**config.mk**
```make
export PLATFORM = sky130hd
export DESIGN_NAME = ppl_loop_regs
export DESIGN_NICKNAME = d
export VERILOG_FILES = /design/src/hdl/ppl_pkg.sv /design/src/hdl/ppl_tick_div.sv /design/src/hdl/ppl_pi_step.sv /design/src/hdl/ppl_loop_regs.sv
export SDC_FILE = /design/constraint.sdc
export NUM_CORES = 2
export LEC_CHECK = 0
export BUFFER_PORTS_ARGS = -buffer_cell sky130_fd_sc_hd__buf_2
export CORE_MARGIN = 5
export CORE_UTILIZATION = 60
export CTS_BUF_LIST = sky130_fd_sc_hd__clkbuf_16
export DETAILED_ROUTE_END_ITERATION = 16
export PLACE_DENSITY = 0.76
export SYNTH_ARGS = -nofsm -noshare
export SYNTH_HDL_FRONTEND = slang
export SYNTH_SLANG_ARGS = --single-unit
export TNS_END_PERCENT = 30
```
**constraint.sdc**
```tcl
create_clock -name pclk -period 14.9 [get_ports pclk]
set_clock_uncertainty 0.15 [all_clocks]
set_input_delay 0.745 -clock pclk [delete_from_list [all_inputs] [get_ports pclk]]
set_output_delay 0.745 -clock pclk [all_outputs]
set_load 0.03 [all_outputs]
```
**src/hdl/ppl_pkg.sv**
```systemverilog
package ppl_pkg;

  // Printed byte-register indices; byte address on APB is four times the index
  localparam logic [15:0] VOLT_REF_IDX = 16'h40e8;
  localparam logic [15:0] VOLT_OUT_IDX = 16'h40ea;
  localparam logic [15:0] VOLT_PROP_GAIN_IDX = 16'h40ec;
  localparam logic [15:0] VOLT_INTEG_GAIN_IDX = 16'h40ee;
  localparam logic [15:0] VOLT_OUT_UPPER_LIMIT_IDX = 16'h40f0;
  localparam logic [15:0] VOLT_OUT_LOWER_LIMIT_IDX = 16'h40f2;
  localparam logic [15:0] GAIN_MULTIPLIER_COEFF_IDX = 16'h40f3;
  localparam logic [15:0] CURRENT_REF_IDX = 16'h40f4;
  localparam logic [15:0] CURRENT_OUT_IDX = 16'h40f6;
  localparam logic [15:0] CURRENT_PROP_GAIN_IDX = 16'h40f8;
  localparam logic [15:0] CURRENT_INTEG_GAIN_IDX = 16'h40fa;
  localparam logic [15:0] CURRENT_OUT_UPPER_LIMIT_IDX = 16'h40fc;
  localparam logic [15:0] CURRENT_OUT_LOWER_LIMIT_IDX = 16'h40fe;
  localparam logic [15:0] CORRECTION_CONTROL_0_IDX = 16'h4100;

  // Word slots of the parameter store, in address order from VOLT_REF_IDX
  localparam int NUM_WORDS = 12;
  localparam int W_VREF = 0;
  localparam int W_VOUT = 1;
  localparam int W_VKP = 2;
  localparam int W_VKI = 3;
  localparam int W_VMAX = 4;
  localparam int W_VMIN = 5;
  localparam int W_IREF = 6;
  localparam int W_IOUT = 7;
  localparam int W_IKP = 8;
  localparam int W_IKI = 9;
  localparam int W_IMAX = 10;
  localparam int W_IMIN = 11;

  // Reset values
  localparam logic [15:0] WORD_RESET = 16'h0000;
  localparam logic [1:0] CTRL0_RESET = 2'h0;

  // Fields of correction_control_0
  localparam int CTRL0_ENABLE_BIT = 0;
  localparam int CTRL0_RUN_BIT = 1;

  // Fixed-point formats of the gains
  localparam int PROP_GAIN_Q = 10;
  localparam int INTEG_GAIN_Q = 15;

  // Loop rates: inner period in ns at 250 MHz, outer loop as inner-tick ratio
  localparam int CLK_PERIOD_NS = 4;
  localparam int INNER_PERIOD_NS = 12500;
  localparam int INNER_PERIOD_CYC = INNER_PERIOD_NS / CLK_PERIOD_NS;
  localparam int OUTER_RATIO = 200;

endpackage

```
**src/hdl/ppl_tick_div.sv**
```systemverilog
`timescale 1ns/10ps
module ppl_tick_div #(
  parameter int DIV = 16
) (
  input wire logic pclk,
  input wire logic presetn,
  input wire logic run,
  input wire logic step,
  output logic tick
);

  localparam int CW = $clog2(DIV + 1);

  logic [CW-1:0] count;
  wire last = (count == CW'(DIV - 1));

  // Count steps while running; a stop restarts the period from zero
  always_ff @(posedge pclk or negedge presetn) begin
    if (!presetn) begin
      count <= '0;
    end else if (!run) begin
      count <= '0;
    end else if (step) begin
      count <= last ? '0 : count + CW'(1);
    end
  end

  assign tick = run && step && last;

endmodule // ppl_tick_div

```
**src/hdl/ppl_pi_step.sv**
```systemverilog
`timescale 1ns/10ps
module ppl_pi_step
  import ppl_pkg::*;
(
  input wire logic signed [15:0] err,
  input wire logic signed [15:0] err_prev,
  input wire logic [15:0] prop_gain,
  input wire logic [15:0] integ_gain,
  input wire logic signed [15:0] out_prev,
  input wire logic signed [15:0] out_max,
  input wire logic signed [15:0] out_min,
  output logic signed [15:0] next_out
);

  // Incremental form keeps no wide accumulator: out += kp*(e - e_prev) + ki*e
  wire signed [16:0] err_delta = 17'(err) - 17'(err_prev);
  wire signed [33:0] prop_term = ($signed({1'b0, prop_gain}) * err_delta) >>> PROP_GAIN_Q;
  wire signed [33:0] integ_term = ($signed({1'b0, integ_gain}) * err) >>> INTEG_GAIN_Q;
  wire signed [33:0] raw_sum = 34'(out_prev) + prop_term + integ_term;

  // Clamp; lower limit checked first, so a crossed pair gives the minimum below it and the maximum otherwise
  always_comb begin
    if (raw_sum < 34'(out_min)) begin
      next_out = out_min;
    end else if (raw_sum > 34'(out_max)) begin
      next_out = out_max;
    end else begin
      next_out = raw_sum[15:0];
    end
  end

endmodule // ppl_pi_step

```
**src/hdl/ppl_loop_regs.sv**
```systemverilog
// Functional notes
// - Voltage-loop upper output limit is 16-bit signed, reset to zero.
// - Unit disabled: voltage-loop lower-limit word is the voltage controller minimum.
// - Unit enabled: that word holds control-1 and multiplier byte, cleared to zero.
// - Multiplier byte bits 7..0, unsigned, effective only while unit enabled.
// - Unit enabled: current reference register is the current-loop set point.
// - Unit disabled: current reference register is the current-loop error input.
// - Current-loop output is signed 16-bit, software read/write, reset zero.
// - Current-loop proportional gain is Q10, MSB always zero.
// - Current-loop integral gain is Q15, MSB always zero.
// - Current-loop upper output limit is 16-bit signed, reset to zero.
// - Voltage reference is set point when enabled, error input when disabled.
// - Voltage-loop proportional gain is Q10, MSB always zero.
// - Voltage-loop integral gain is Q15, MSB always zero.
// - Unit disabled: current-loop lower-limit word is the current controller minimum.
//
// Our own choice: register access over APB.
`timescale 1ns/10ps
module ppl_loop_regs
  import ppl_pkg::*;
#(
  parameter int ADDR_W = 32,
  parameter int INNER_DIV = INNER_PERIOD_CYC,
  parameter int OUTER_DIV = OUTER_RATIO
) (
  input wire logic pclk,
  input wire logic presetn,
  input wire logic psel,
  input wire logic penable,
  input wire logic pwrite,
  input wire logic [ADDR_W-1:0] paddr,
  input wire logic [31:0] pwdata,
  output logic [31:0] prdata,
  output logic pready,
  output logic pslverr,
  input wire logic signed [15:0] bus_voltage,
  input wire logic signed [15:0] input_current,
  output logic correction_unit_enable,
  output logic [7:0] correction_control_1,
  output logic [7:0] gain_multiplier_coeff,
  output logic signed [15:0] volt_loop_out,
  output logic signed [15:0] current_loop_out
);

  // Parameter store, one 16-bit word per slot
  logic [15:0] word [NUM_WORDS];
  logic [15:0] next_word [NUM_WORDS];
  logic [1:0] ctrl0;
  logic enable_d;
  logic signed [15:0] v_err_prev;
  logic signed [15:0] i_err_prev;

  // Address decode: word address is the printed byte-register index
  wire [ADDR_W-3:0] reg_idx = paddr[ADDR_W-1:2];
  wire [ADDR_W-3:0] word_offs = reg_idx - (ADDR_W-2)'(VOLT_REF_IDX);
  wire aligned = (paddr[1:0] == 2'h0);
  wire store_hit = aligned && (reg_idx >= (ADDR_W-2)'(VOLT_REF_IDX))
    && (word_offs < (ADDR_W-2)'(2 * NUM_WORDS));
  wire ctrl_hit = aligned && (reg_idx == (ADDR_W-2)'(CORRECTION_CONTROL_0_IDX));
  wire addr_hit = store_hit || ctrl_hit;
  wire [3:0] sel_word = word_offs[4:1];
  wire sel_low_byte = word_offs[0];
  wire setup_phase = psel && !penable;
  wire access_phase = psel && penable;
  wire wr_en = access_phase && pwrite && addr_hit;

  // Zero wait states; unmapped or misaligned addresses answer with an error
  assign pready = 1'b1;
  assign pslverr = access_phase && !addr_hit;

  // Mode and loop pacing
  wire unit_en = ctrl0[CTRL0_ENABLE_BIT];
  wire loops_run = ctrl0[CTRL0_RUN_BIT];
  wire enable_rise = unit_en && !enable_d;
  logic inner_tick;
  logic outer_tick;

  ppl_tick_div #(
    .DIV(INNER_DIV)
  ) u_inner_div (
    .pclk(pclk),
    .presetn(presetn),
    .run(loops_run),
    .step(1'b1),
    .tick(inner_tick)
  );

  ppl_tick_div #(
    .DIV(OUTER_DIV)
  ) u_outer_div (
    .pclk(pclk),
    .presetn(presetn),
    .run(loops_run),
    .step(inner_tick),
    .tick(outer_tick)
  );

  // Saturate a 17-bit difference back into 16 bits
  function automatic logic signed [15:0] sat16(input logic signed [16:0] val);
    if (val > 17'sh07fff) begin
      return 16'sh7fff;
    end else if (val < -17'sh08000) begin
      return -16'sh8000;
    end else begin
      return val[15:0];
    end
  endfunction

  wire signed [15:0] v_err = unit_en
    ? sat16(17'($signed(word[W_VREF])) - 17'(bus_voltage))
    : $signed(word[W_VREF]);
  wire signed [15:0] i_err = unit_en
    ? sat16(17'($signed(word[W_IREF])) - 17'(input_current))
    : $signed(word[W_IREF]);

  wire signed [15:0] v_min = unit_en ? 16'sh0000 : $signed(word[W_VMIN]);
  wire signed [15:0] i_min = unit_en ? 16'sh0000 : $signed(word[W_IMIN]);

  logic signed [15:0] v_next;
  logic signed [15:0] i_next;

  ppl_pi_step u_volt_pi (
    .err(v_err),
    .err_prev(v_err_prev),
    .prop_gain(word[W_VKP]),
    .integ_gain(word[W_VKI]),
    .out_prev($signed(word[W_VOUT])),
    .out_max($signed(word[W_VMAX])),
    .out_min(v_min),
    .next_out(v_next)
  );

  ppl_pi_step u_current_pi (
    .err(i_err),
    .err_prev(i_err_prev),
    .prop_gain(word[W_IKP]),
    .integ_gain(word[W_IKI]),
    .out_prev($signed(word[W_IOUT])),
    .out_max($signed(word[W_IMAX])),
    .out_min(i_min),
    .next_out(i_next)
  );

  // Per-word byte writes; a software write beats a same-cycle hardware update
  for (genvar n = 0; n < NUM_WORDS; n++) begin : g_word
    localparam logic [7:0] HI_MASK =
      (n == W_VKP || n == W_VKI || n == W_IKP || n == W_IKI) ? 8'h7f : 8'hff;
    wire hit_n = wr_en && store_hit && (sel_word == 4'(n));
    wire hw_load = (n == W_VOUT) ? outer_tick : ((n == W_IOUT) ? inner_tick : 1'b0);
    wire [15:0] hw_val = (n == W_VOUT) ? v_next : i_next;
    wire clr = (n == W_VMIN) && enable_rise;

    always_comb begin
      next_word[n] = word[n];
      if (hit_n && sel_low_byte) begin
        next_word[n] = {word[n][15:8], pwdata[7:0]};
      end else if (hit_n) begin
        next_word[n] = {pwdata[7:0] & HI_MASK, word[n][7:0]};
      end else if (clr) begin
        next_word[n] = WORD_RESET;
      end else if (hw_load) begin
        next_word[n] = hw_val;
      end
    end

    always_ff @(posedge pclk or negedge presetn) begin
      if (!presetn) begin
        word[n] <= WORD_RESET;
      end else begin
        word[n] <= next_word[n];
      end
    end
  end

  // Control word and enable edge tracker
  always_ff @(posedge pclk or negedge presetn) begin
    if (!presetn) begin
      ctrl0 <= CTRL0_RESET;
      enable_d <= 1'b0;
    end else begin
      enable_d <= unit_en;
      if (wr_en && ctrl_hit) begin
        ctrl0 <= pwdata[1:0];
      end
    end
  end

  // Previous errors for the incremental form, taken on each loop's own tick
  always_ff @(posedge pclk or negedge presetn) begin
    if (!presetn) begin
      v_err_prev <= 16'sh0000;
      i_err_prev <= 16'sh0000;
    end else begin
      if (outer_tick) begin
        v_err_prev <= v_err;
      end
      if (inner_tick) begin
        i_err_prev <= i_err;
      end
    end
  end

  // Read mux; the shared limit word reads back whichever meaning it holds
  wire [15:0] rd_word = word[sel_word];
  wire [7:0] rd_byte = sel_low_byte ? rd_word[7:0] : rd_word[15:8];
  wire [31:0] rd_value = ctrl_hit ? {30'h0, ctrl0} : (store_hit ? {24'h0, rd_byte} : 32'h0);

  // Read data captured in the setup cycle, stable through the access cycle
  always_ff @(posedge pclk or negedge presetn) begin
    if (!presetn) begin
      prdata <= 32'h0;
    end else if (setup_phase && !pwrite) begin
      prdata <= rd_value;
    end
  end

  // Shared word is only shown once the enable-rise clear has landed, so stale limit bytes never leak
  wire shared_valid = unit_en && enable_d;
  assign gain_multiplier_coeff = shared_valid ? word[W_VMIN][7:0] : 8'h00;
  assign correction_control_1 = shared_valid ? word[W_VMIN][15:8] : 8'h00;
  assign correction_unit_enable = unit_en;
  assign volt_loop_out = $signed(word[W_VOUT]);
  assign current_loop_out = $signed(word[W_IOUT]);

endmodule // ppl_loop_regs

```
==> flow_summary.json <==
{
  "status": "completed",
  "cp.buffers_inverters": 13,
  "finalNetCount": 8129,
  "synth_area_um2": 56370,
  "io_pins": 184,
  "core-area_um2": 93330,
  "hpwlAfterDp_um": 126800,
  "synth-async-reset-ratio": 1.000,
  "cpLargestDelayFamily": "adder cells",
  "hold_path_class": "reg2reg",
  "p_per_area_nw_per_um2": 27.68,
  "grt_max_degree": 190,
  "cts_sinks": 251,
  "maxSlewHeadroom": 0.2749,
  "vdd_ir_drop_max_mv": 0.1012,
  "synth_seq_area_share": 0.1114,
  "finalNonFillerCells": 7773,
  "antenna_found_initial": 12,
  "initial_core_util": 0.6040,
  "yosysWarnings": 0,
  "die_x_um": 316.5,
  "fin_ws_ns": 0.4746,
  "seq_area_um2": 6287,
  "wire_per_inst_um": 20.56,
  "synth-edff-count": 0,
  "clk_pin_slew_ns": 0.06,
  "slowest_delay_ns": 0.64,
  "clock.fmax_mhz": 69.32,
  "gr-total-overflow": 0,
  "setup_violations": 0,
  "worstPathArrival_ns": 14.81,
  "cts-root-buf": "clkbuf_16",
  "areaGrowthSynthToFinish_pct": 10.29,
  "h-tree-depth": 1,
  "start_kind": "flop",
  "clock_path_buffers": 3,
  "clk_latency_ns": 0.61,
  "drtIter0Drc": 3878,
  "endpoint_kind": "flop",
  "slowest_stage": "fa_1",
  "post_drt_via_cell_ratio": 5.832,
  "cp_common_cell": "fa_1",
  "place.gp.congestion": 0.9708,
  "syn_avg_cell_area_um2": 9.118,
  "grt_use_total": 0.3210,
  "hold_violations": 0,
  "drt.antenna.violating_nets": 0,
  "port_buffers": 134,
  "crit_type": "reg2reg",
  "finalCriticalPeriod_ns": 14.43,
  "grt_pass1_wl_um": 253900,
  "cts_buffers": 30,
  "die_area_um2": 100200,
  "cp_max_fo": 18,
  "ys_ff_latch": 251,
  "synthCells": 6182,
  "power_leakage_nw": 32.60,
  "ys_types": 85,
  "multi_input_area_um2": 44760,
  "route.detailed.drc": 0,
  "cts_tree": "done",
  "synth-main-ff-cell": "dfrtp_1",
  "dpl_worst_slack_ns": -0.6415,
  "setup_tns_ns": 0,
  "worst_pin_slew_ns": 1.088,
  "drt-total-wl_um": 159800,
  "rows": 112,
  "die_h_um": 316.5,
  "fin_crit_sh": 0.9681,
  "hold_ws_ns": 0.3312,
  "crit_required_ns": 15.28,
  "drv_slew": 0,
  "dp.cells": 7690,
  "cap_viol_max_count": 0,
  "vias": 45340,
  "first_pass_iters": 6,
  "grt_pass1_vias": 47240,
  "drive_above_1_share": 0.1488,
  "fill_cells": 7509
}
state kept, by name, indices dropped and copies added, names as in the netlist:
register,cells
prdata,8
volt_loop_out,16
i_err_prev,16
current_loop_out,16
u_inner_div.count,12
v_err_prev,16
enable_d,1
ctrl0,2
word,156
u_outer_div.count,8
cell usage after synthesis (58+ instances only):
| cell type | n | area, um^2 |
|---|---|---|
| xnor2_1 | 132 | 1156 |
| inv_1 | 1222 | 4587 |
| mux2_2 | 165 | 1858 |
| nand3_1 | 74 | 370.4 |
| a21oi_1 | 195 | 975.9 |
| a21o_1 | 70 | 525.5 |
| ha_1 | 613 | 7670 |
| dfrtp_1 | 251 | 6281 |
| o21ai_0 | 164 | 820.8 |
| clkbuf_1 | 216 | 810.8 |
| buf_4 | 58 | 435.4 |
| nor2b_1 | 138 | 863.3 |
| nor2_1 | 195 | 732.0 |
| fa_1 | 926 | 18540 |
| nand2_1 | 747 | 2804 |
| and2_1 | 305 | 1908 |
final cells by class:
type                            instances  share of cell area
Clock inverter                         26            0.003884
Multi-Input combinational cell       4435              0.7200
Timing Repair Buffer                  549             0.06368
Clock buffer                           30             0.01208
Inverter                             1222             0.07378
Tap cell                             1254             0.02524
Sequential cell                       251              0.1011
Antenna cell                            6           0.0002415
path summary, 6_finish.rpt:
kind / slack (ns) / from / cells after the start / end
max: 0.47 / word[80] / 65 / current_loop_out[4]
min: 0.33 / prdata[5] / 2 / prdata[5]
max reg2reg: 0.47 / word[80] / 65 / current_loop_out[4]
min reg2reg: 0.33 / prdata[5] / 2 / prdata[5]
max in group asynchronous: 12.52 / presetn / 3 / word[81]
min in group asynchronous: 0.53 / presetn / 2 / v_err_prev[11]
placed cells by master, fill, tap and decap left out, drive strengths merged, types with 16 or more instances in the layout:
cell type  instances
a22oi             32
mux2             167
nor2b            138
nand3             75
and2             305
o31ai             16
o211ai            17
ha               613
a21oi            195
nor2             198
inv             1229
nand2            747
xnor2            132
dfrtp            251
clkbuf            32
buf              546
fa               926
a211oi            17
xor2              54
mux2i             21
o21bai            17
o21ai            171
and3              54
a21o              70
mux4              54
conb              25
a31oi             22
a22o              17
nand4             34
nor3              55
nand2b            25
o21a              34
or2               37
power breakdown:
| group | total [mW] | internal (mW) | switching (mW) |
|---|---|---|---|
| combinational | 0.271 | 0.107 | 0.164 |
| clock | 0.752 | 0.423 | 0.329 |
| sequential | 0.698 | 0.686 | 0.0120 |
stage by stage:
| step | util | instance area, um^2 | power (mW) |
|---|---|---|---|
| after floorplan | - | 56510 | 0.8563 |
| after global placement | 0.6478 | 60460 | 0.9558 |
| after detailed placement | 0.6478 | 60460 | 0.9603 |
| after CTS | 0.6590 | 61500 | 1.704 |
| after global routing | 0.6660 | 62160 | 1.772 |
| final | 0.6661 | 62170 | 1.721 |
kinds of logic (layout without fill, tap and decap cells):
group / count (synthesis) / after routing / synth area share
and+or+nand+nor: 1720 / 1720 / 0.1481
buffers and inverters: 1519 / 1827 / 0.1051
xor gates and xnor gates: 186 / 186 / 0.02890
muxes: 242 / 242 / 0.05866
other: 2 / 31 / 0.0001332
DFF: 251 / 251 / 0.1114
AOI/OAI and AO/OA: 713 / 713 / 0.08095
adders and majority gates: 1549 / 1549 / 0.4667
per-layer routing:
metal	wire [um]	GRT usage
met5	55	0
met4	5762	0.09459
met2	70780	0.4930
met1	64250	0.4542
met3	18970	0.08424
worst min-delay path, stage by stage (launching register included):
cell and delay [ns]:
dfrtp_1 0.34, nand2_1 0.05, o31ai_1 0.05
what timing repair did:
action                     4_1_cts  5_1_grt
buffers inserted                 2       15
cloned                           0        3
gates resized for setup          7      127
hold buffers                     1        0
setup endpoints to repair       32       32
pin swaps                        2       65
hold endpoints to repair        36        0
No activity file was read; power rests on OpenSTA's default activity.
